[config.mk]
export PLATFORM = sky130hd
export DESIGN_NAME = bps_service_port
export DESIGN_NICKNAME = d
export VERILOG_FILES = /design/src/rtl/bps_pkg.sv /design/src/rtl/bps_service_port.sv /design/src/rtl/bps_axil_slave.sv /design/src/rtl/bps_lane.sv
export SDC_FILE = /design/constraint.sdc
export NUM_CORES = 1
export LEC_CHECK = 0
export BUFFER_PORTS_ARGS = -buffer_cell sky130_fd_sc_hd__buf_2
export CAP_MARGIN = 20
export CORE_AREA = 4 4 238 240
export DETAILED_ROUTE_END_ITERATION = 10
export DIE_AREA = 0 0 242 244
export MAX_ROUTING_LAYER = met4
export PLACE_DENSITY = 0.71
export SYNTH_ARGS = -nofsm -noshare
export SYNTH_HDL_FRONTEND = slang
export SYNTH_SLANG_ARGS = --single-unit
[constraint.sdc]
create_clock -name sys_clk -period 2.2 [get_ports sys_clk]
set_clock_uncertainty 0.1 [all_clocks]
set_input_delay 0.33 -clock sys_clk [delete_from_list [all_inputs] [get_ports sys_clk]]
set_output_delay 0.33 -clock sys_clk [all_outputs]
set_load 0.02 [all_outputs]
[src/rtl/bps_pkg.sv]
// Package for the four-lane backplane service port: register map, fields, structs.
// Assumes a 250 MHz system clock and a 32-bit AXI4-Lite register bus.
package bps_pkg;
   localparam int NumLanes = 4;
   localparam int LaneIdxW = 2;
   localparam int LaneWordW = 32;
   localparam int AddrW = 8;
   localparam int DataW = 32;

   // Timing figures and their cycle counts
   localparam real ClkPeriodNs = 4.0;
   localparam real LineRateGBd = 10.3125;
   localparam real MaxLatencyNs = 51.2;
   localparam real MaxTxSkewNs = 54.0;
   localparam real MaxRxSkewNs = 145.0;
   localparam int MaxLatencyCyc = (int'($floor(MaxLatencyNs / ClkPeriodNs)) < 1) ? 1 :
      int'($floor(MaxLatencyNs / ClkPeriodNs));
   localparam int TxPathCyc = 1;
   localparam int RxPathCyc = 3;

   // Register byte addresses
   localparam logic [AddrW-1:0] CtrlAddr = 8'h00;
   localparam logic [AddrW-1:0] StatusAddr = 8'h04;
   localparam logic [AddrW-1:0] IrqStatAddr = 8'h08;
   localparam logic [AddrW-1:0] IrqMaskAddr = 8'h0C;

   // Control register fields
   localparam int CtrlRestartBit = 0;
   localparam int CtrlAllowBit = 1;
   localparam int CtrlTxOffBit = 2;
   localparam int CtrlLoopBit = 3;
   localparam logic [DataW-1:0] CtrlReset = 32'h0000_0002;

   // Status register fields
   localparam int StatLinkBit = 0;
   localparam int StatDetLsb = 1;
   localparam int StatTrainLsb = 5;

   // Interrupt events
   localparam int IrqW = 2;
   localparam int IrqUpBit = 0;
   localparam int IrqDownBit = 1;

   localparam logic [1:0] RespOkay = 2'h0;
   localparam logic [1:0] RespSlvErr = 2'h2;
   localparam logic [LaneWordW-1:0] TxIdleWord = 32'h0000_0000;

   typedef enum logic {BPS_FAIL, BPS_OK} bps_link_t;

   typedef struct packed {
      logic [AddrW-1:0] addr;
      logic [DataW-1:0] data;
      logic [DataW/8-1:0] strb;
   } bps_wr_t;

   typedef struct packed {
      logic restart;
      logic allow;
      logic txOff;
      logic loopback;
   } bps_ctrl_t;
endpackage

[src/rtl/bps_service_port.sv]
// Top of the four-lane backplane service port: lane paths, link-ready logic,
// register file and interrupt. Assumes a training engine on sys_clk supplies
// per-lane trained and signal-detect flags.
//
// Overview of operation
// - Four independent lanes 0..3, each with its own request and indication path.
// - Every lane streams continuously, one word each clock, both directions.
// - Link-ready means training finished on all four lanes, not energy present.
// - Link-ready takes exactly one of two values: OK or FAIL.
// - Link-ready is delivered upward as the signal-ok indication.
// - Transmit plus receive latency stays within 2048 bit times, 51.2 ns.
// - Transmit inter-lane skew under 54 ns, variation under 600 ps.
// - Receive skew delivered upward under 145 ns, variation under 3.6 ns.
// - Management control and status bits map onto internal variables.
// - Reset, or training restart while training is enabled, forces FAIL; all lanes trained gives OK.
// - Training disabled by management holds link-ready at OK.
// - Per-lane detect status bits follow each lane's training signal detect.
// - Transmit-off holds all transmitters constant; loopback stays unaffected.
`timescale 1ns/10ps
module bps_service_port #(
   parameter int WordW = 32 // Lane word width per clock
) (
   input wire logic sys_clk, // System clock, 250 MHz
   input wire logic resetn, // Async reset, active low
   input wire logic [bps_pkg::NumLanes-1:0][WordW-1:0] txReqData, // Words from above
   output logic [bps_pkg::NumLanes-1:0][WordW-1:0] rxIndData, // Words to above
   output logic [bps_pkg::NumLanes-1:0][WordW-1:0] txLineData, // Words to the line
   input wire logic [bps_pkg::NumLanes-1:0][WordW-1:0] rxLineData, // Words from the line
   output logic signalOk, // Link-ready indication, 1 = OK
   input wire logic [bps_pkg::NumLanes-1:0] laneTrained, // Lane training complete
   input wire logic [bps_pkg::NumLanes-1:0] laneDetect, // Lane signal detect
   output logic training_allow_bit, // Training enabled toward the engine
   output logic training_restart_bit, // One-cycle training restart pulse
   output logic irq, // Level interrupt
   input wire logic [bps_pkg::AddrW-1:0] s_axi_awaddr, // Write address
   input wire logic s_axi_awvalid, // Write address valid
   output logic s_axi_awready, // Write address ready
   input wire logic [bps_pkg::DataW-1:0] s_axi_wdata, // Write data
   input wire logic [bps_pkg::DataW/8-1:0] s_axi_wstrb, // Write strobes
   input wire logic s_axi_wvalid, // Write data valid
   output logic s_axi_wready, // Write data ready
   output logic [1:0] s_axi_bresp, // Write response
   output logic s_axi_bvalid, // Write response valid
   input wire logic s_axi_bready, // Write response ready
   input wire logic [bps_pkg::AddrW-1:0] s_axi_araddr, // Read address
   input wire logic s_axi_arvalid, // Read address valid
   output logic s_axi_arready, // Read address ready
   output logic [bps_pkg::DataW-1:0] s_axi_rdata, // Read data
   output logic [1:0] s_axi_rresp, // Read response
   output logic s_axi_rvalid, // Read valid
   input wire logic s_axi_rready // Read ready
);
   import bps_pkg::*;

   logic wrStb, rdStb, wrErr, rdErr;
   bps_wr_t wrReq;
   logic [AddrW-1:0] rdAddr;
   logic [DataW-1:0] rdData;

   bps_ctrl_t ctrl_r, ctrl_nxt;
   bps_link_t link_r, link_nxt;
   logic [NumLanes-1:0] trained_r, trained_nxt, detect_r, detect_nxt;
   logic [IrqW-1:0] irqStat_r, irqStat_nxt, irqMask_r, irqMask_nxt, irqEvt;
   logic irq_r, irq_nxt;
   logic global_link_ready_bit;
   logic all_lane_tx_off_bit;
   logic lane_zero_detect_bit;

   assign global_link_ready_bit = (link_r == BPS_OK);
   assign all_lane_tx_off_bit = ctrl_r.txOff;
   assign lane_zero_detect_bit = detect_r[0];
   assign signalOk = global_link_ready_bit;
   assign training_allow_bit = ctrl_r.allow;
   assign training_restart_bit = ctrl_r.restart;
   assign irq = irq_r;

   bps_axil_slave u_slave (
      .sys_clk(sys_clk),
      .resetn(resetn),
      .s_axi_awaddr(s_axi_awaddr),
      .s_axi_awvalid(s_axi_awvalid),
      .s_axi_awready(s_axi_awready),
      .s_axi_wdata(s_axi_wdata),
      .s_axi_wstrb(s_axi_wstrb),
      .s_axi_wvalid(s_axi_wvalid),
      .s_axi_wready(s_axi_wready),
      .s_axi_bresp(s_axi_bresp),
      .s_axi_bvalid(s_axi_bvalid),
      .s_axi_bready(s_axi_bready),
      .s_axi_araddr(s_axi_araddr),
      .s_axi_arvalid(s_axi_arvalid),
      .s_axi_arready(s_axi_arready),
      .s_axi_rdata(s_axi_rdata),
      .s_axi_rresp(s_axi_rresp),
      .s_axi_rvalid(s_axi_rvalid),
      .s_axi_rready(s_axi_rready),
      .wrStb(wrStb),
      .wrReq(wrReq),
      .wrErr(wrErr),
      .rdStb(rdStb),
      .rdAddr(rdAddr),
      .rdData(rdData),
      .rdErr(rdErr)
   );

   // Identical per-lane pipelines keep every lane at the same depth, so the
   // block adds no inter-lane skew and only a few cycles of latency.
   for (genvar ln = 0; ln < NumLanes; ln++) begin : g_lane
      bps_lane #(
         .WordW(WordW)
      ) u_lane (
         .sys_clk(sys_clk),
         .resetn(resetn),
         .txReqWord(txReqData[ln]),
         .rxLineWord(rxLineData[ln]),
         .txOff(all_lane_tx_off_bit),
         .loopback(ctrl_r.loopback),
         .txLineWord(txLineData[ln]),
         .rxIndWord(rxIndData[ln])
      );
   end

   // Register decode
   always_comb begin
      wrErr = 1'b0;
      if (wrReq.addr == CtrlAddr) begin
         wrErr = 1'b0;
      end else if (wrReq.addr == IrqMaskAddr) begin
         wrErr = 1'b0;
      end else if (wrReq.addr == StatusAddr || wrReq.addr == IrqStatAddr) begin
         wrErr = 1'b0;
      end else begin
         wrErr = 1'b1;
      end
   end

   always_comb begin
      rdData = '0;
      rdErr = 1'b0;
      if (rdAddr == CtrlAddr) begin
         rdData[CtrlAllowBit] = ctrl_r.allow;
         rdData[CtrlTxOffBit] = ctrl_r.txOff;
         rdData[CtrlLoopBit] = ctrl_r.loopback;
      end else if (rdAddr == StatusAddr) begin
         rdData[StatLinkBit] = global_link_ready_bit;
         rdData[StatDetLsb +: NumLanes] = detect_r;
         rdData[StatTrainLsb +: NumLanes] = trained_r;
      end else if (rdAddr == IrqStatAddr) begin
         rdData[IrqW-1:0] = irqStat_r;
      end else if (rdAddr == IrqMaskAddr) begin
         rdData[IrqW-1:0] = irqMask_r;
      end else begin
         rdErr = 1'b1;
      end
   end

   // Control register; restart is a self-clearing pulse
   always_comb begin
      ctrl_nxt = ctrl_r;
      ctrl_nxt.restart = 1'b0;
      irqMask_nxt = irqMask_r;
      if (wrStb && wrReq.strb[0]) begin
         if (wrReq.addr == CtrlAddr) begin
            ctrl_nxt.restart = wrReq.data[CtrlRestartBit];
            ctrl_nxt.allow = wrReq.data[CtrlAllowBit];
            ctrl_nxt.txOff = wrReq.data[CtrlTxOffBit];
            ctrl_nxt.loopback = wrReq.data[CtrlLoopBit];
         end else if (wrReq.addr == IrqMaskAddr) begin
            irqMask_nxt = wrReq.data[IrqW-1:0];
         end
      end
   end

   // Link-ready: two-valued, FAIL on reset or on restart while enabled, OK when all trained or disabled
   always_comb begin
      trained_nxt = laneTrained;
      detect_nxt = laneDetect;
      link_nxt = BPS_FAIL;
      if (!ctrl_r.allow) begin
         link_nxt = BPS_OK;
      end else if (ctrl_r.restart) begin
         link_nxt = BPS_FAIL;
      end else if (&trained_r) begin
         link_nxt = BPS_OK;
      end
   end

   // Sticky events; a read clears, a new event in the same cycle wins
   always_comb begin
      irqEvt = '0;
      irqEvt[IrqUpBit] = (link_r == BPS_FAIL) && (link_nxt == BPS_OK);
      irqEvt[IrqDownBit] = (link_r == BPS_OK) && (link_nxt == BPS_FAIL);
      irqStat_nxt = irqStat_r;
      if (rdStb && rdAddr == IrqStatAddr) begin
         irqStat_nxt = '0;
      end
      irqStat_nxt = irqStat_nxt | irqEvt;
      irq_nxt = |(irqStat_nxt & irqMask_nxt);
   end

   always_ff @(posedge sys_clk or negedge resetn) begin
      if (!resetn) begin
         ctrl_r <= '{restart: CtrlReset[CtrlRestartBit], allow: CtrlReset[CtrlAllowBit],
            txOff: CtrlReset[CtrlTxOffBit], loopback: CtrlReset[CtrlLoopBit]};
         link_r <= BPS_FAIL;
         trained_r <= '0;
         detect_r <= '0;
         irqStat_r <= '0;
         irqMask_r <= '0;
         irq_r <= 1'b0;
      end else begin
         ctrl_r <= ctrl_nxt;
         link_r <= link_nxt;
         trained_r <= trained_nxt;
         detect_r <= detect_nxt;
         irqStat_r <= irqStat_nxt;
         irqMask_r <= irqMask_nxt;
         irq_r <= irq_nxt;
      end
   end
endmodule

[src/rtl/bps_axil_slave.sv]
// AXI4-Lite slave front end: takes address and data in either order, one write
// and one read at a time. Assumes the register file answers combinationally.
`timescale 1ns/10ps
module bps_axil_slave
   import bps_pkg::*;
(
   input wire logic sys_clk, // System clock
   input wire logic resetn, // Async reset, active low
   input wire logic [bps_pkg::AddrW-1:0] s_axi_awaddr, // Write address
   input wire logic s_axi_awvalid, // Write address valid
   output logic s_axi_awready, // Write address ready
   input wire logic [bps_pkg::DataW-1:0] s_axi_wdata, // Write data
   input wire logic [bps_pkg::DataW/8-1:0] s_axi_wstrb, // Write strobes
   input wire logic s_axi_wvalid, // Write data valid
   output logic s_axi_wready, // Write data ready
   output logic [1:0] s_axi_bresp, // Write response
   output logic s_axi_bvalid, // Write response valid
   input wire logic s_axi_bready, // Write response ready
   input wire logic [bps_pkg::AddrW-1:0] s_axi_araddr, // Read address
   input wire logic s_axi_arvalid, // Read address valid
   output logic s_axi_arready, // Read address ready
   output logic [bps_pkg::DataW-1:0] s_axi_rdata, // Read data
   output logic [1:0] s_axi_rresp, // Read response
   output logic s_axi_rvalid, // Read valid
   input wire logic s_axi_rready, // Read ready
   output logic wrStb, // Register write pulse
   output bps_pkg::bps_wr_t wrReq, // Register write request
   input wire logic wrErr, // Write address unmapped
   output logic rdStb, // Register read pulse
   output logic [bps_pkg::AddrW-1:0] rdAddr, // Register read address
   input wire logic [bps_pkg::DataW-1:0] rdData, // Register read data
   input wire logic rdErr // Read address unmapped
);
   import bps_pkg::*;
   logic awHeld_r, awHeld_nxt, wHeld_r, wHeld_nxt, arHeld_r, arHeld_nxt;
   logic bvalid_r, bvalid_nxt, rvalid_r, rvalid_nxt;
   logic [1:0] bresp_r, bresp_nxt, rresp_r, rresp_nxt;
   logic [DataW-1:0] rdata_r, rdata_nxt;
   bps_wr_t wr_r, wr_nxt;
   logic [AddrW-1:0] ar_r, ar_nxt;

   assign wrStb = awHeld_r && wHeld_r && !bvalid_r;
   assign wrReq = wr_r;
   assign rdStb = arHeld_r && !rvalid_r;
   assign rdAddr = ar_r;
   assign s_axi_awready = !awHeld_r;
   assign s_axi_wready = !wHeld_r;
   assign s_axi_arready = !arHeld_r;
   assign s_axi_bvalid = bvalid_r;
   assign s_axi_bresp = bresp_r;
   assign s_axi_rvalid = rvalid_r;
   assign s_axi_rresp = rresp_r;
   assign s_axi_rdata = rdata_r;

   always_comb begin
      awHeld_nxt = awHeld_r;
      wHeld_nxt = wHeld_r;
      arHeld_nxt = arHeld_r;
      bvalid_nxt = bvalid_r;
      rvalid_nxt = rvalid_r;
      bresp_nxt = bresp_r;
      rresp_nxt = rresp_r;
      rdata_nxt = rdata_r;
      wr_nxt = wr_r;
      ar_nxt = ar_r;
      if (s_axi_awvalid && !awHeld_r) begin
         awHeld_nxt = 1'b1;
         wr_nxt.addr = s_axi_awaddr;
      end
      if (s_axi_wvalid && !wHeld_r) begin
         wHeld_nxt = 1'b1;
         wr_nxt.data = s_axi_wdata;
         wr_nxt.strb = s_axi_wstrb;
      end
      if (wrStb) begin
         bvalid_nxt = 1'b1;
         bresp_nxt = wrErr ? RespSlvErr : RespOkay;
      end
      if (bvalid_r && s_axi_bready) begin
         bvalid_nxt = 1'b0;
         awHeld_nxt = 1'b0;
         wHeld_nxt = 1'b0;
      end
      if (s_axi_arvalid && !arHeld_r) begin
         arHeld_nxt = 1'b1;
         ar_nxt = s_axi_araddr;
      end
      if (rdStb) begin
         rvalid_nxt = 1'b1;
         rdata_nxt = rdData;
         rresp_nxt = rdErr ? RespSlvErr : RespOkay;
      end
      if (rvalid_r && s_axi_rready) begin
         rvalid_nxt = 1'b0;
         arHeld_nxt = 1'b0;
      end
   end

   always_ff @(posedge sys_clk or negedge resetn) begin
      if (!resetn) begin
         awHeld_r <= 1'b0;
         wHeld_r <= 1'b0;
         arHeld_r <= 1'b0;
         bvalid_r <= 1'b0;
         rvalid_r <= 1'b0;
         bresp_r <= RespOkay;
         rresp_r <= RespOkay;
         rdata_r <= '0;
         wr_r <= '0;
         ar_r <= '0;
      end else begin
         awHeld_r <= awHeld_nxt;
         wHeld_r <= wHeld_nxt;
         arHeld_r <= arHeld_nxt;
         bvalid_r <= bvalid_nxt;
         rvalid_r <= rvalid_nxt;
         bresp_r <= bresp_nxt;
         rresp_r <= rresp_nxt;
         rdata_r <= rdata_nxt;
         wr_r <= wr_nxt;
         ar_r <= ar_nxt;
      end
   end
endmodule

[src/rtl/bps_lane.sv]
// One lane: transmit word register with disable hold, receive word through
// a two-stage synchroniser and output register, with a loopback tap.
`timescale 1ns/10ps
module bps_lane #(
   parameter int WordW = 32 // Lane word width
) (
   input wire logic sys_clk, // System clock
   input wire logic resetn, // Async reset, active low
   input wire logic [WordW-1:0] txReqWord, // Word requested from above
   input wire logic [WordW-1:0] rxLineWord, // Word from the receive line
   input wire logic txOff, // Hold the transmitter at a constant level
   input wire logic loopback, // Return transmit words to the receive side
   output logic [WordW-1:0] txLineWord, // Word toward the line
   output logic [WordW-1:0] rxIndWord // Word delivered upward
);
   logic [WordW-1:0] tx_r, tx_nxt, sync1_r, sync2_r, loop1_r, loop2_r, rx_r, rx_nxt;

   assign txLineWord = tx_r;
   assign rxIndWord = rx_r;

   always_comb begin
      // Constant level, no transitions, while disabled
      tx_nxt = txOff ? '0 : txReqWord;
      // Loopback path taps before the disable and keeps the same depth
      rx_nxt = loopback ? loop2_r : sync2_r;
   end

   always_ff @(posedge sys_clk or negedge resetn) begin
      if (!resetn) begin
         tx_r <= '0;
         sync1_r <= '0;
         sync2_r <= '0;
         loop1_r <= '0;
         loop2_r <= '0;
         rx_r <= '0;
      end else begin
         tx_r <= tx_nxt;
         sync1_r <= rxLineWord;
         sync2_r <= sync1_r;
         loop1_r <= txReqWord;
         loop2_r <= loop1_r;
         rx_r <= rx_nxt;
      end
   end
endmodule

## After elaboration in Yosys (flattened, before gate mapping)

Cells that the tools add are included.

| word-level totals | value |
|---|---|
| word-level logic and storage cells | 127 |
| flip-flop bits (word level) | 825 |
| input bits | 323 |
| output and inout port bits | 301 |

| cells by class | value |
|---|---|
| reductions and logical operators | 28 |
| bitwise gates (word level) | 4 |
| multiplexer cells | 43 |
| eq/ne operators | 6 |

Operator list:

| operator | count |
|---|---|
| $mux W32 | 8 |
| $eq A8 B4 Y1 const B | 4 |
| $mux W1 | 21 |
| $mux W2 | 9 |
| $eq A8 B3 Y1 const B | 2 |
| $logic_not A8 Y1 | 2 |
| $logic_and A1 B1 Y1 | 12 |
| $reduce_bool A2 Y1 | 5 |
| $mux W4 | 2 |
| $mux W7 | 1 |
| $logic_not A1 Y1 | 5 |
| $mux W5 | 1 |
| $reduce_and A4 Y1 | 1 |
| $mux W3 | 1 |
| $and A2 B2 Y2 | 1 |
| $not A1 Y1 | 2 |
| $or A2 B2 Y2 | 1 |
| $reduce_and A2 Y1 | 1 |
| $reduce_or A2 Y1 | 1 |
| $logic_or A1 B1 Y1 | 1 |

## Depth between registers and ports, before layout

Gate-level depths: netlist of run 1.

| depth | value |
|---|---|
| word-level depth | 9 |
| gate-level depth with buffers | 5 |
| depth with buffers taken out | 4 |

## Cells and area by module

Synthesis of run 1 repeated with hierarchy kept, for this count alone.

| second synthesis, totals | value |
|---|---|
| cell total of the unflattened synthesis | 1328 |
| area, all modules | 26890.8 um2 |

By module, submodules not included:

| module | times used | cells an instance | sequential area each (um2) | area each (um2) |
|---|---|---|---|---|
| bps_lane | 4 | 263 | 4804.6 | 5620.4 |
| bps_axil_slave | 1 | 209 | 2277.2 | 3598.5 |
| bps_service_port | 1 | 67 | 451.7 | 810.8 |

## Worst setup path before layout of run 1

Ideal clock, no wire load.

| path | value |
|---|---|
| path kind | register to register |
| start | register u_slave.wr_r (netlist bit u_slave.wrReq[43]) |
| end | register irq_r, in the netlist irq |
| arrival | 1.883 ns |
| cell stages (with the launch flop) | 5 |
| period minus slack after synthesis | 2.101 ns |
| slack | 0.099 ns |
| buffers on the path | 0 |
| required time | 1.982 ns |
| cell sequence | dfrtp_1 -> or4_4 -> nor4_1 -> mux2_2 -> a2bb2o_4 |

| between the ends | value |
|---|---|
| cells in the longest elaborated chain, start to end | 6 |
| elaborated cells between the ends (all ways) | 7 |
| classes of those cells | eq/ne: 1; mux: 3; bitwise: 1; reduce/logical: 2 |

Ends and longest elaborated chain:

| element | RTL line | source |
|---|---|---|
| start: declaration | bps_axil_slave.sv:39 | `bps_wr_t wr_r, wr_nxt;` |
| start signal: assignment | bps_axil_slave.sv:120 | `wr_r <= wr_nxt;` |
| $eq A8 B4 Y1 | bps_service_port.sv:168 | `end else if (wrReq.addr == IrqMaskAddr) begin` |
| $mux W2 | bps_service_port.sv:168 |  |
| $mux W2 * | bps_service_port.sv:163 | `if (wrReq.addr == CtrlAddr) begin` |
| $mux W2 * | bps_service_port.sv:162 | `if (wrStb && wrReq.strb[0]) begin` |
| named net irqMask_nxt[1] | bps_service_port.sv:63 | `logic [IrqW-1:0] irqStat_r, irqStat_nxt, irqMask_r, irqMask_nxt, irqEvt;` |
| $and A2 B2 Y2 * | bps_service_port.sv:198 | `irq_nxt = \|(irqStat_nxt & irqMask_nxt);` |
| $reduce_or A2 Y1 * | bps_service_port.sv:198 |  |
| named net irq_nxt | bps_service_port.sv:64 | `logic irq_r, irq_nxt;` |
| end signal: assignment | bps_service_port.sv:218 | `irq_r <= irq_nxt;` |
| end: declaration | bps_service_port.sv:64 |  |

Mark *: on every way through the listed nets, which the timed path passes. The rest lies on a longest branch.
A chain may end at the register's enable or synchronous reset.

## Worst setup path after layout of run 1

| path | value |
|---|---|
| start | register u_slave.wr_r (netlist bit u_slave.wrReq[43]) |
| end | register ctrl_r[0] (netlist name) |

| between the ends | value |
|---|---|
| cells in the longest elaborated chain, start to end | 2 |

Ends and longest elaborated chain:

| element | RTL line | source |
|---|---|---|
| $logic_not A8 Y1 | bps_service_port.sv:163 |  |
| $reduce_and A2 Y1 (no line) | - |  |
| end signal: assignment | bps_service_port.sv:203 | `ctrl_r <= '{restart: CtrlReset[CtrlRestartBit], allow: CtrlReset[CtrlAllowBit],` |
| end signal: assignment | bps_service_port.sv:212 | `ctrl_r <= ctrl_nxt;` |
| end: declaration | bps_service_port.sv:60 | `bps_ctrl_t ctrl_r, ctrl_nxt;` |

Every way passes these cells.

==> results of run 1 <==
-- timing repair --
| item | in CTS | in global routing |
|---|---|---|
| hold buffers | 291 | 0 |
| setup endpoints to repair | 0 | 1 |
| setup buffers | 0 | 0 |
| gates resized for setup | 0 | 1 |
| hold endpoints to repair | 719 | 0 |
-- worst max path at each step --
stage	start	depth (start not counted)	to
floorplan	u_slave.wrReq[43]$_DFFE_PN0P_	4	irq$_DFF_PN0_
global placement	u_slave.wrReq[43]$_DFFE_PN0P_	5	irq$_DFF_PN0_
detailed placement	u_slave.wrReq[43]$_DFFE_PN0P_	5	irq$_DFF_PN0_
CTS	u_slave.wrReq[43]$_DFFE_PN0P_	5	irq$_DFF_PN0_
global route	u_slave.wrReq[43]$_DFFE_PN0P_	5	irq$_DFF_PN0_
finish	u_slave.wrReq[43]$_DFFE_PN0P_	4	ctrl_r[0]$_DFFE_PN0P_
-- power by group --
| group | switching [mW] | leakage [nW] | internal, mW | total [mW] |
|---|---|---|---|---|
| clock | 5.96 | 1.38 | 8.30 | 14.3 |
| sequential | 0.595 | 9.62 | 16.5 | 17.1 |
| combinational | 2.48 | 4.96 | 1.85 | 4.33 |
| total | 9.03 | 16.0 | 26.6 | 35.6 |
-- synth_stat cells (all sizes together) (3+ instances only) --
cell	instances
a21oi	5
a22o	8
buf	28
clkbuf	29
dfrtp	822
inv	8
mux2	156
nand2	5
nor2	7
nor2b	131
o21ai	3
-- placed cells by master (no fill, tap or decap), drive strengths merged, types with 3 or more instances in the layout --
master | netlist | layout
dfrtp | 822 | 822
buf | 28 | 613
dlygate4sd3 | 0 | 291
mux2 | 156 | 156
nor2b | 131 | 131
clkbuf | 29 | 120
conb | 1 | 25
inv | 8 | 18
clkinv | 0 | 14
diode | 0 | 8
a22o | 8 | 8
nor2 | 7 | 7
nand2 | 5 | 5
a21oi | 5 | 5
bufinv | 0 | 5
o21ai | 3 | 3
-- critical path, cell delays in order, from the launching register on --
cell and delay (ns):
sky130_fd_sc_hd__dfrtp_1 0.37, sky130_fd_sc_hd__or4_4 0.55, sky130_fd_sc_hd__nor2_2 0.12, sky130_fd_sc_hd__or4b_4 0.52, sky130_fd_sc_hd__mux2_4 0.32
-- layer usage --
metal	vias to the layer above	share of wire, %	global-route usage (%)
met2	489	54	37.8
met5	-	0	-
met4	0	4.9	9.97
met3	170	5.3	5.45
met1	7081	36	23.3
li1	5822	-	-
-- cell families after synthesis --
group                  count (synthesis)  synth area share [%]
buffers and inverters                 65                  1.41
flip-flops                           823                  86.2
AO/OA/AOI/OAI                         21                 0.686
multiplexers                         158                  7.54
AND/OR/NAND/NOR                      157                  4.10
other                                  1                0.0157
-- flip-flops by register name, summed over array words and instances (netlist names), 2 cells and up --
register,count
g_lane.u_lane.loop2_r,128
u_slave.wrReq,13
g_lane.u_lane.sync1_r,128
g_lane.u_lane.sync2_r,128
trained_r,4
g_lane.u_lane.loop1_r,128
u_slave.rdAddr,8
g_lane.u_lane.rxIndWord,128
detect_r,4
u_slave.s_axi_rdata,9
g_lane.u_lane.txLineWord,128
irqMask_r,2
irqStat_r,2
-- layout make-up --
cell class,count,area share (%)
repair buffers,904,18.9
inverters,8,0.0890
clock buffers,120,7.13
diodes,8,0.0593
multi-input cells,361,9.02
clock inverters,29,1.12
well taps,704,2.61
flip-flops and latches,823,61.1
-- through the flow --
step	total power, mW	setup slack, ns	instances	util (%)	instance area [um2]
2_1_floorplan	19.2	0.0988	1249	-	24000
3_3_place_gp	21.0	0.104	2509	51.3	28000
3_5_place_dp	21.1	0.0812	2509	51.3	28000
4_1_cts	35.8	0.0622	2949	61.7	33700
5_1_grt	37.0	0.0330	2957	61.7	33700
6_report	35.6	0.109	2957	61.7	33700
==> reports/results.env, run 1 <==
OUTCOME='complete, no violations'
CTS.SINK_COUNT=823
CRIT_PATH_MAX_FANOUT=3
SYN_INST=1225
POST_DRT_WL_PER_CELL_UM=20.7
CTS_INSERTED_BUFFERS=82
CRITPATHLAUNCHTYPE='flip-flop'
PATH_CLK_SLEW_NS=0.06
MAXCAPVIOLCOUNT=0
SYNTH.LARGEST_AREA_CELL='sky130_fd_sc_hd__dfrtp_1'
HOLD_VIOL=0
REG2REG_FROM='u_slave.wrReq[43]$_DFFE_PN0P_'
GRT_MAX_DEGREE=101
REG2REG_DEPTH=4
CRIT_TYPE='flip-flop to flip-flop'
GRT_ANTENNA_BEFORE_REPAIR=8
YOSYS_WARNINGS=0
SYNTH-SEQ-CELLS=823
DRT-INITIAL-DRC-COUNT=606
CP_DATA_REQUIRED_TIME_NS=2.59
DIE-AREA_UM2=59000
START_UTIL_PCT=43.7
GRT_PASS1_VIAS=16000
STATIC_LEAKAGE_nW=16.0
GRT_SETUP_UNREPAIRED='false'
WHS_NS=0.117
DOMINANTREGCELLSYNTH='sky130_fd_sc_hd__dfrtp_1'
TRITONCTS='yes'
DRT-PASS1-ITER-COUNT=4
ASYNC_RESET_FF_SHARE_PCT=100
DIE_X_UM=242
FINAL-SEQ-AREA_UM2=20600
VIAS_PER_CELL=4.59
CLOCK_ROOT_BUFFER='sky130_fd_sc_hd__clkbuf_16'
SYN_AVG_CELL_AREA_UM2=19.5
MAXSLEWHEADROOM_PCT=55.0
ROUTED-VIA-COUNT=13600
CTS-HTREE-LEVELS=3
GP_CONGESTION=0.855
CLOCK_INSERTION_DELAY_WORST_SKEW_NS=0.62
NETS=2503
NUM_IO_PINS=624
MIN_PERIOD_OVER_PERIOD_PCT=95.0
R2R_SETUP_SLACK_NS=0.11
WIRELENGTH_MM=61.2
FP-ROW-COUNT=86
MULTI_INPUT_COMB_AREA_UM2=3040
POWER_DENSITY_nW_PER_UM2=1060
DPL.HPWL_MM=36.5
GRT_USE_TOTAL_PCT=21.6
NETLIST-CELL-TYPE-COUNT=34
DRC=0
NUMBER_OF_SYNTHESIZED_FLOPS_WITH_AN_ENABLE_PIN=0
VERTICAL_DIE_DIMENSION_UM=244
CTS.PATH.MAX_BUFFERS=3
NETLIST_TOP_CELLS_AREA='sky130_fd_sc_hd__dfrtp_1 86%, sky130_fd_sc_hd__mux2_2 7.2%, sky130_fd_sc_hd__nor2b_1 3.4%'
AREA_GROWTH_SYN_TO_LAYOUT_PCT=41.3
MAXCLOCKFREQUENCY_GHz=0.478
SYNTH.YOSYS.SEQ_AREA_SHARE_PCT=86.2
TIGHTEST_SLEW_NS=0.673
CRITPATHCAPTURETYPE='flip-flop'
LAYOUT_MIN_CYCLE_TIME_NS=2.09
DETAIL-ROUTE-ANTENNA-NETS=0
CORE-AREA_UM2=54700
FINAL_MAX_SLEW_VIOL_COUNT=0
FILL_CELLS=3709
SETUP_VIOLATIONS=0
TIMING.CRITICAL_PATH.ARRIVAL_NS=2.48
HOLD_PATH_CLASS='input pin to asynchronous set/reset pin'
WORST_IR_DROP_VDD_uV=1080
NUMPORTBUFFERS=567
PROPORTION_OF_LAYOUT_CELLS_WITH_A_DRIVE_SUFFIX_ABOVE_1_PCT=40.6
TIMING.RR.END='ctrl_r[0]$_DFFE_PN0P_'
FINALSETUPTNS_NS=0
SYNTH_LARGEST_TYPE_AREA_FRACTION_PCT=86.1
POST_SYNTHESIS_CELL_AREA_UM2=23900
GR-TOTAL-OVERFLOW=0
GRT_FIRST_PASS_WIRELENGTH_MM=94.4
No activity file was read; power rests on OpenSTA's default activity.
==> run 2: changes to the inputs <==
--- a/config.mk
+++ b/config.mk
@@ -5,7 +5,7 @@
 export SDC_FILE = /design/constraint.sdc
 export NUM_CORES = 1
 export LEC_CHECK = 0
-export BUFFER_PORTS_ARGS = -buffer_cell sky130_fd_sc_hd__buf_2
+export BUFFER_PORTS_ARGS = -buffer_cell sky130_fd_sc_hd__clkbuf_2
 export CAP_MARGIN = 20
 export CORE_AREA = 4 4 238 240
 export DETAILED_ROUTE_END_ITERATION = 10
==> run 2 against run 1 <==
Compared with the run above:
- non-clock buffer count down 8
- design area about the same
- via count down 0.29%
- largest cell class unchanged
==> reports/results.env, run 2 (same netlist as run 1, synthesis figures left out) <==
OUTCOME='complete, no violations'  # unchanged
POST_DRT_WL_PER_CELL_UM=20.7  # about the same
DRT-INITIAL-DRC-COUNT=529  # was 606
WORST_CASE_SETUP_SLACK_AFTER_PLACEMENT_NS=0.0481  # was 0.0812 ns
MAXSLEWHEADROOM_PCT=48.9  # was 55.0%
DETAIL-ROUTE-ANTENNA-NETS=0  # unchanged
CTS.PATH.MAX_BUFFERS=3  # unchanged
GP_CONGESTION=0.850  # was 0.855
TIMING.CRITICAL_PATH.ARRIVAL_NS=2.51  # was 2.48 ns
DRC=0  # unchanged
FP-ROW-COUNT=86  # unchanged
HOLD_PATH_CLASS='input pin to asynchronous set/reset pin'  # unchanged
GRT_ANTENNA_BEFORE_REPAIR=14  # was 8
VIAS_PER_CELL=4.57  # was 4.59
FINALSETUPTNS_NS=0  # unchanged
DIE_X_UM=242  # unchanged
CRIT_TYPE='flip-flop to flip-flop'  # unchanged
CRIT_SLOWEST_CELL='sky130_fd_sc_hd__or4_4'  # unchanged
WIRELENGTH_MM=61.1  # was 61.2 mm
DRT-PASS1-ITER-COUNT=4  # unchanged
TIMING.CRITICAL_PATH.CELLS='or4_4 -> nor2_2 -> or4b_4 -> mux2_4'  # unchanged
LAYOUT.CELLS.MOST_COMMON='sky130_fd_sc_hd__dfrtp_1'  # unchanged
CRITPATHMAXSTAGEDELAY_NS=0.56  # was 0.55 ns
CRITPATHLAUNCHTYPE='flip-flop'  # unchanged
VERTICAL_DIE_DIMENSION_UM=244  # unchanged
GRT_FIRST_PASS_WIRELENGTH_MM=94.8  # was 94.4 mm
MAXCAPVIOLCOUNT=0  # unchanged
CLOCK_ROOT_BUFFER='sky130_fd_sc_hd__clkbuf_16'  # unchanged
MIN_PERIOD_OVER_PERIOD_PCT=96.3  # was 95.0%
GR-TOTAL-OVERFLOW=0  # unchanged
TIGHTEST_SLEW_NS=0.765  # was 0.673 ns
NUMPORTBUFFERS=567  # unchanged
LAYOUT_MIN_CYCLE_TIME_NS=2.12  # was 2.09 ns
DPL.HPWL_MM=36.6  # was 36.5 mm
GRT_MAX_DEGREE=74  # was 101
FINAL_MAX_SLEW_VIOL_COUNT=0  # unchanged
CRITPATHCAPTURETYPE='flip-flop'  # unchanged
STATIC_LEAKAGE_nW=16.0  # about the same
CORE-AREA_UM2=54700  # unchanged
WORST_IR_DROP_VDD_uV=1070  # was 1080 uV
POWER_DENSITY_nW_PER_UM2=1070  # was 1060 nW/um2
PROPORTION_OF_LAYOUT_CELLS_WITH_A_DRIVE_SUFFIX_ABOVE_1_PCT=40.6  # about the same
GRT_SETUP_UNREPAIRED='false'  # unchanged
CRITICAL_PATH_BUF_INV_COUNT=0  # unchanged
DIE-AREA_UM2=59000  # unchanged
NUM_IO_PINS=624  # unchanged
CTS.SINK_COUNT=823  # unchanged
CRIT_FAMILY='simple AND/OR/NAND/NOR gates'  # unchanged
CLOCK_INSERTION_DELAY_WORST_SKEW_NS=0.62  # about the same
MAXCLOCKFREQUENCY_GHz=0.472  # was 0.478 GHz
SETUP_VIOLATIONS=0  # unchanged
ROUTED-VIA-COUNT=13500  # was 13,600
GRT_USE_TOTAL_PCT=21.6  # about the same
NETS=2494  # was 2,503
START_UTIL_PCT=43.7  # unchanged
TRITONCTS='yes'  # unchanged
CTS-HTREE-LEVELS=3  # unchanged
FIN_WS_NS=0.0819  # was 0.109 ns
PATH_CLK_SLEW_NS=0.06  # about the same
CRIT_PATH_MAX_FANOUT=3  # unchanged
CP_DATA_REQUIRED_TIME_NS=2.59  # about the same
CTS_INSERTED_BUFFERS=81  # was 82
POST-CTS-SETUP-BUFFER-COUNT=0  # unchanged
LAYOUT.CELLS.MOST_COMMON_LIST='820 x sky130_fd_sc_hd__dfrtp_1, 566 x sky130_fd_sc_hd__clkbuf_2, 291 x sky130_fd_sc_hd__dlygate4sd3_1'  # was 820 x sky130_fd_sc_hd__dfrtp_1, 566 x sky130_fd_sc_hd__buf_2, 291 x sky130_fd_sc_hd__dlygate4sd3_1
GRT_PASS1_VIAS=15800  # was 16,000
HOLD_VIOL=0  # unchanged
FILL_CELLS=3714  # was 3,709
AREA_GROWTH_SYN_TO_LAYOUT_PCT=41.2  # was 41.3%
run 2: cell count changes in the layout (fill, tap and decap cells not counted), moves of 3 or more:
cell / previous run / this run
sky130_fd_sc_hd__buf_2: 566 / 0
sky130_fd_sc_hd__clkbuf_2: 0 / 566
sky130_fd_sc_hd__buf_12: 22 / 14
sky130_fd_sc_hd__diode_2: 8 / 14
sky130_fd_sc_hd__inv_6: 3 / 9
sky130_fd_sc_hd__bufinv_16: 5 / 9
sky130_fd_sc_hd__clkbuf_1: 18 / 14
sky130_fd_sc_hd__inv_16: 5 / 1
sky130_fd_sc_hd__clkinv_8: 0 / 3
run 2: repair_timing:
| action | CTS | global route |
|---|---|---|
| setup endpoints to repair | 0 | 1 |
| endpoints found under the hold margin | 973 | 0 |
| hold buffers | 291 | 0 |
| gates resized for setup | 0 | 1 |
run 2: worst paths after layout:
| check | start | endpoint | slack [ns] | cells after the start |
|---|---|---|---|---|
| max | u_slave.wrReq[43]$_DFFE_PN0P_ | all_lane_tx_off_bit$_DFFE_PN0P_ | 0.08 | 4 |
| min | resetn | g_lane[0].u_lane.sync2_r[5]$_DFF_PN0_ | 0.12 | 2 |
| max reg2reg | u_slave.wrReq[43]$_DFFE_PN0P_ | all_lane_tx_off_bit$_DFFE_PN0P_ | 0.08 | 4 |
| min reg2reg | g_lane[0].u_lane.sync1_r[29]$_DFF_PN0_ | g_lane[0].u_lane.sync2_r[29]$_DFF_PN0_ | 0.24 | 0 |
| max in group asynchronous | resetn | g_lane[1].u_lane.sync1_r[4]$_DFF_PN0_ | 1.00 | 4 |
| min in group sys_clk | s_axi_awvalid | u_slave.wrReq[39]$_DFFE_PN0P_ | 0.23 | 3 |
run 2: per-layer routing:
metal	track usage (%)	part of all wire, %
met3	4.81	5.6
met5	-	0
met1	23.9	36
met2	37.4	54
met4	10.2	4.5
run 2: report_power, final:
part           switching (mW)  internal (mW)  leakage [nW]  total, mW
clock                    6.00           8.64          1.42       14.6
sequential              0.647           16.5          9.62       17.1
combinational            2.46           1.79          5.00       4.25
total                    9.10           26.9          16.0       36.0
run 2: layout make-up:
| class | instances | area [um2] | share of cell area, % |
|---|---|---|---|
| diodes | 14 | 35.0 | 0.104 |
| clock buffers | 114 | 2340 | 6.94 |
| clock inverters | 37 | 556 | 1.65 |
| inverters | 8 | 30.0 | 0.0891 |
| multi-input cells | 361 | 3040 | 9.03 |
| flip-flops and latches | 823 | 20600 | 61.1 |
| well taps | 704 | 881 | 2.61 |
| repair buffers | 896 | 6220 | 18.5 |
run 2: through the flow:
| stage | power [mW] | hold WS (ns) | cells | instance area (um2) | util (%) |
|---|---|---|---|---|---|
| 2_1_floorplan | 19.2 | -0.0656 | 1249 | 24000 | - |
| 3_3_place_gp | 20.9 | 0.182 | 2501 | 27900 | 51.0 |
| 3_5_place_dp | 21.1 | 0.184 | 2501 | 27900 | 51.0 |
| 4_1_cts | 36.2 | 0.113 | 2943 | 33700 | 61.6 |
| 5_1_grt | 37.5 | 0.125 | 2957 | 33700 | 61.7 |
| 6_report | 36.0 | 0.121 | 2957 | 33700 | 61.7 |
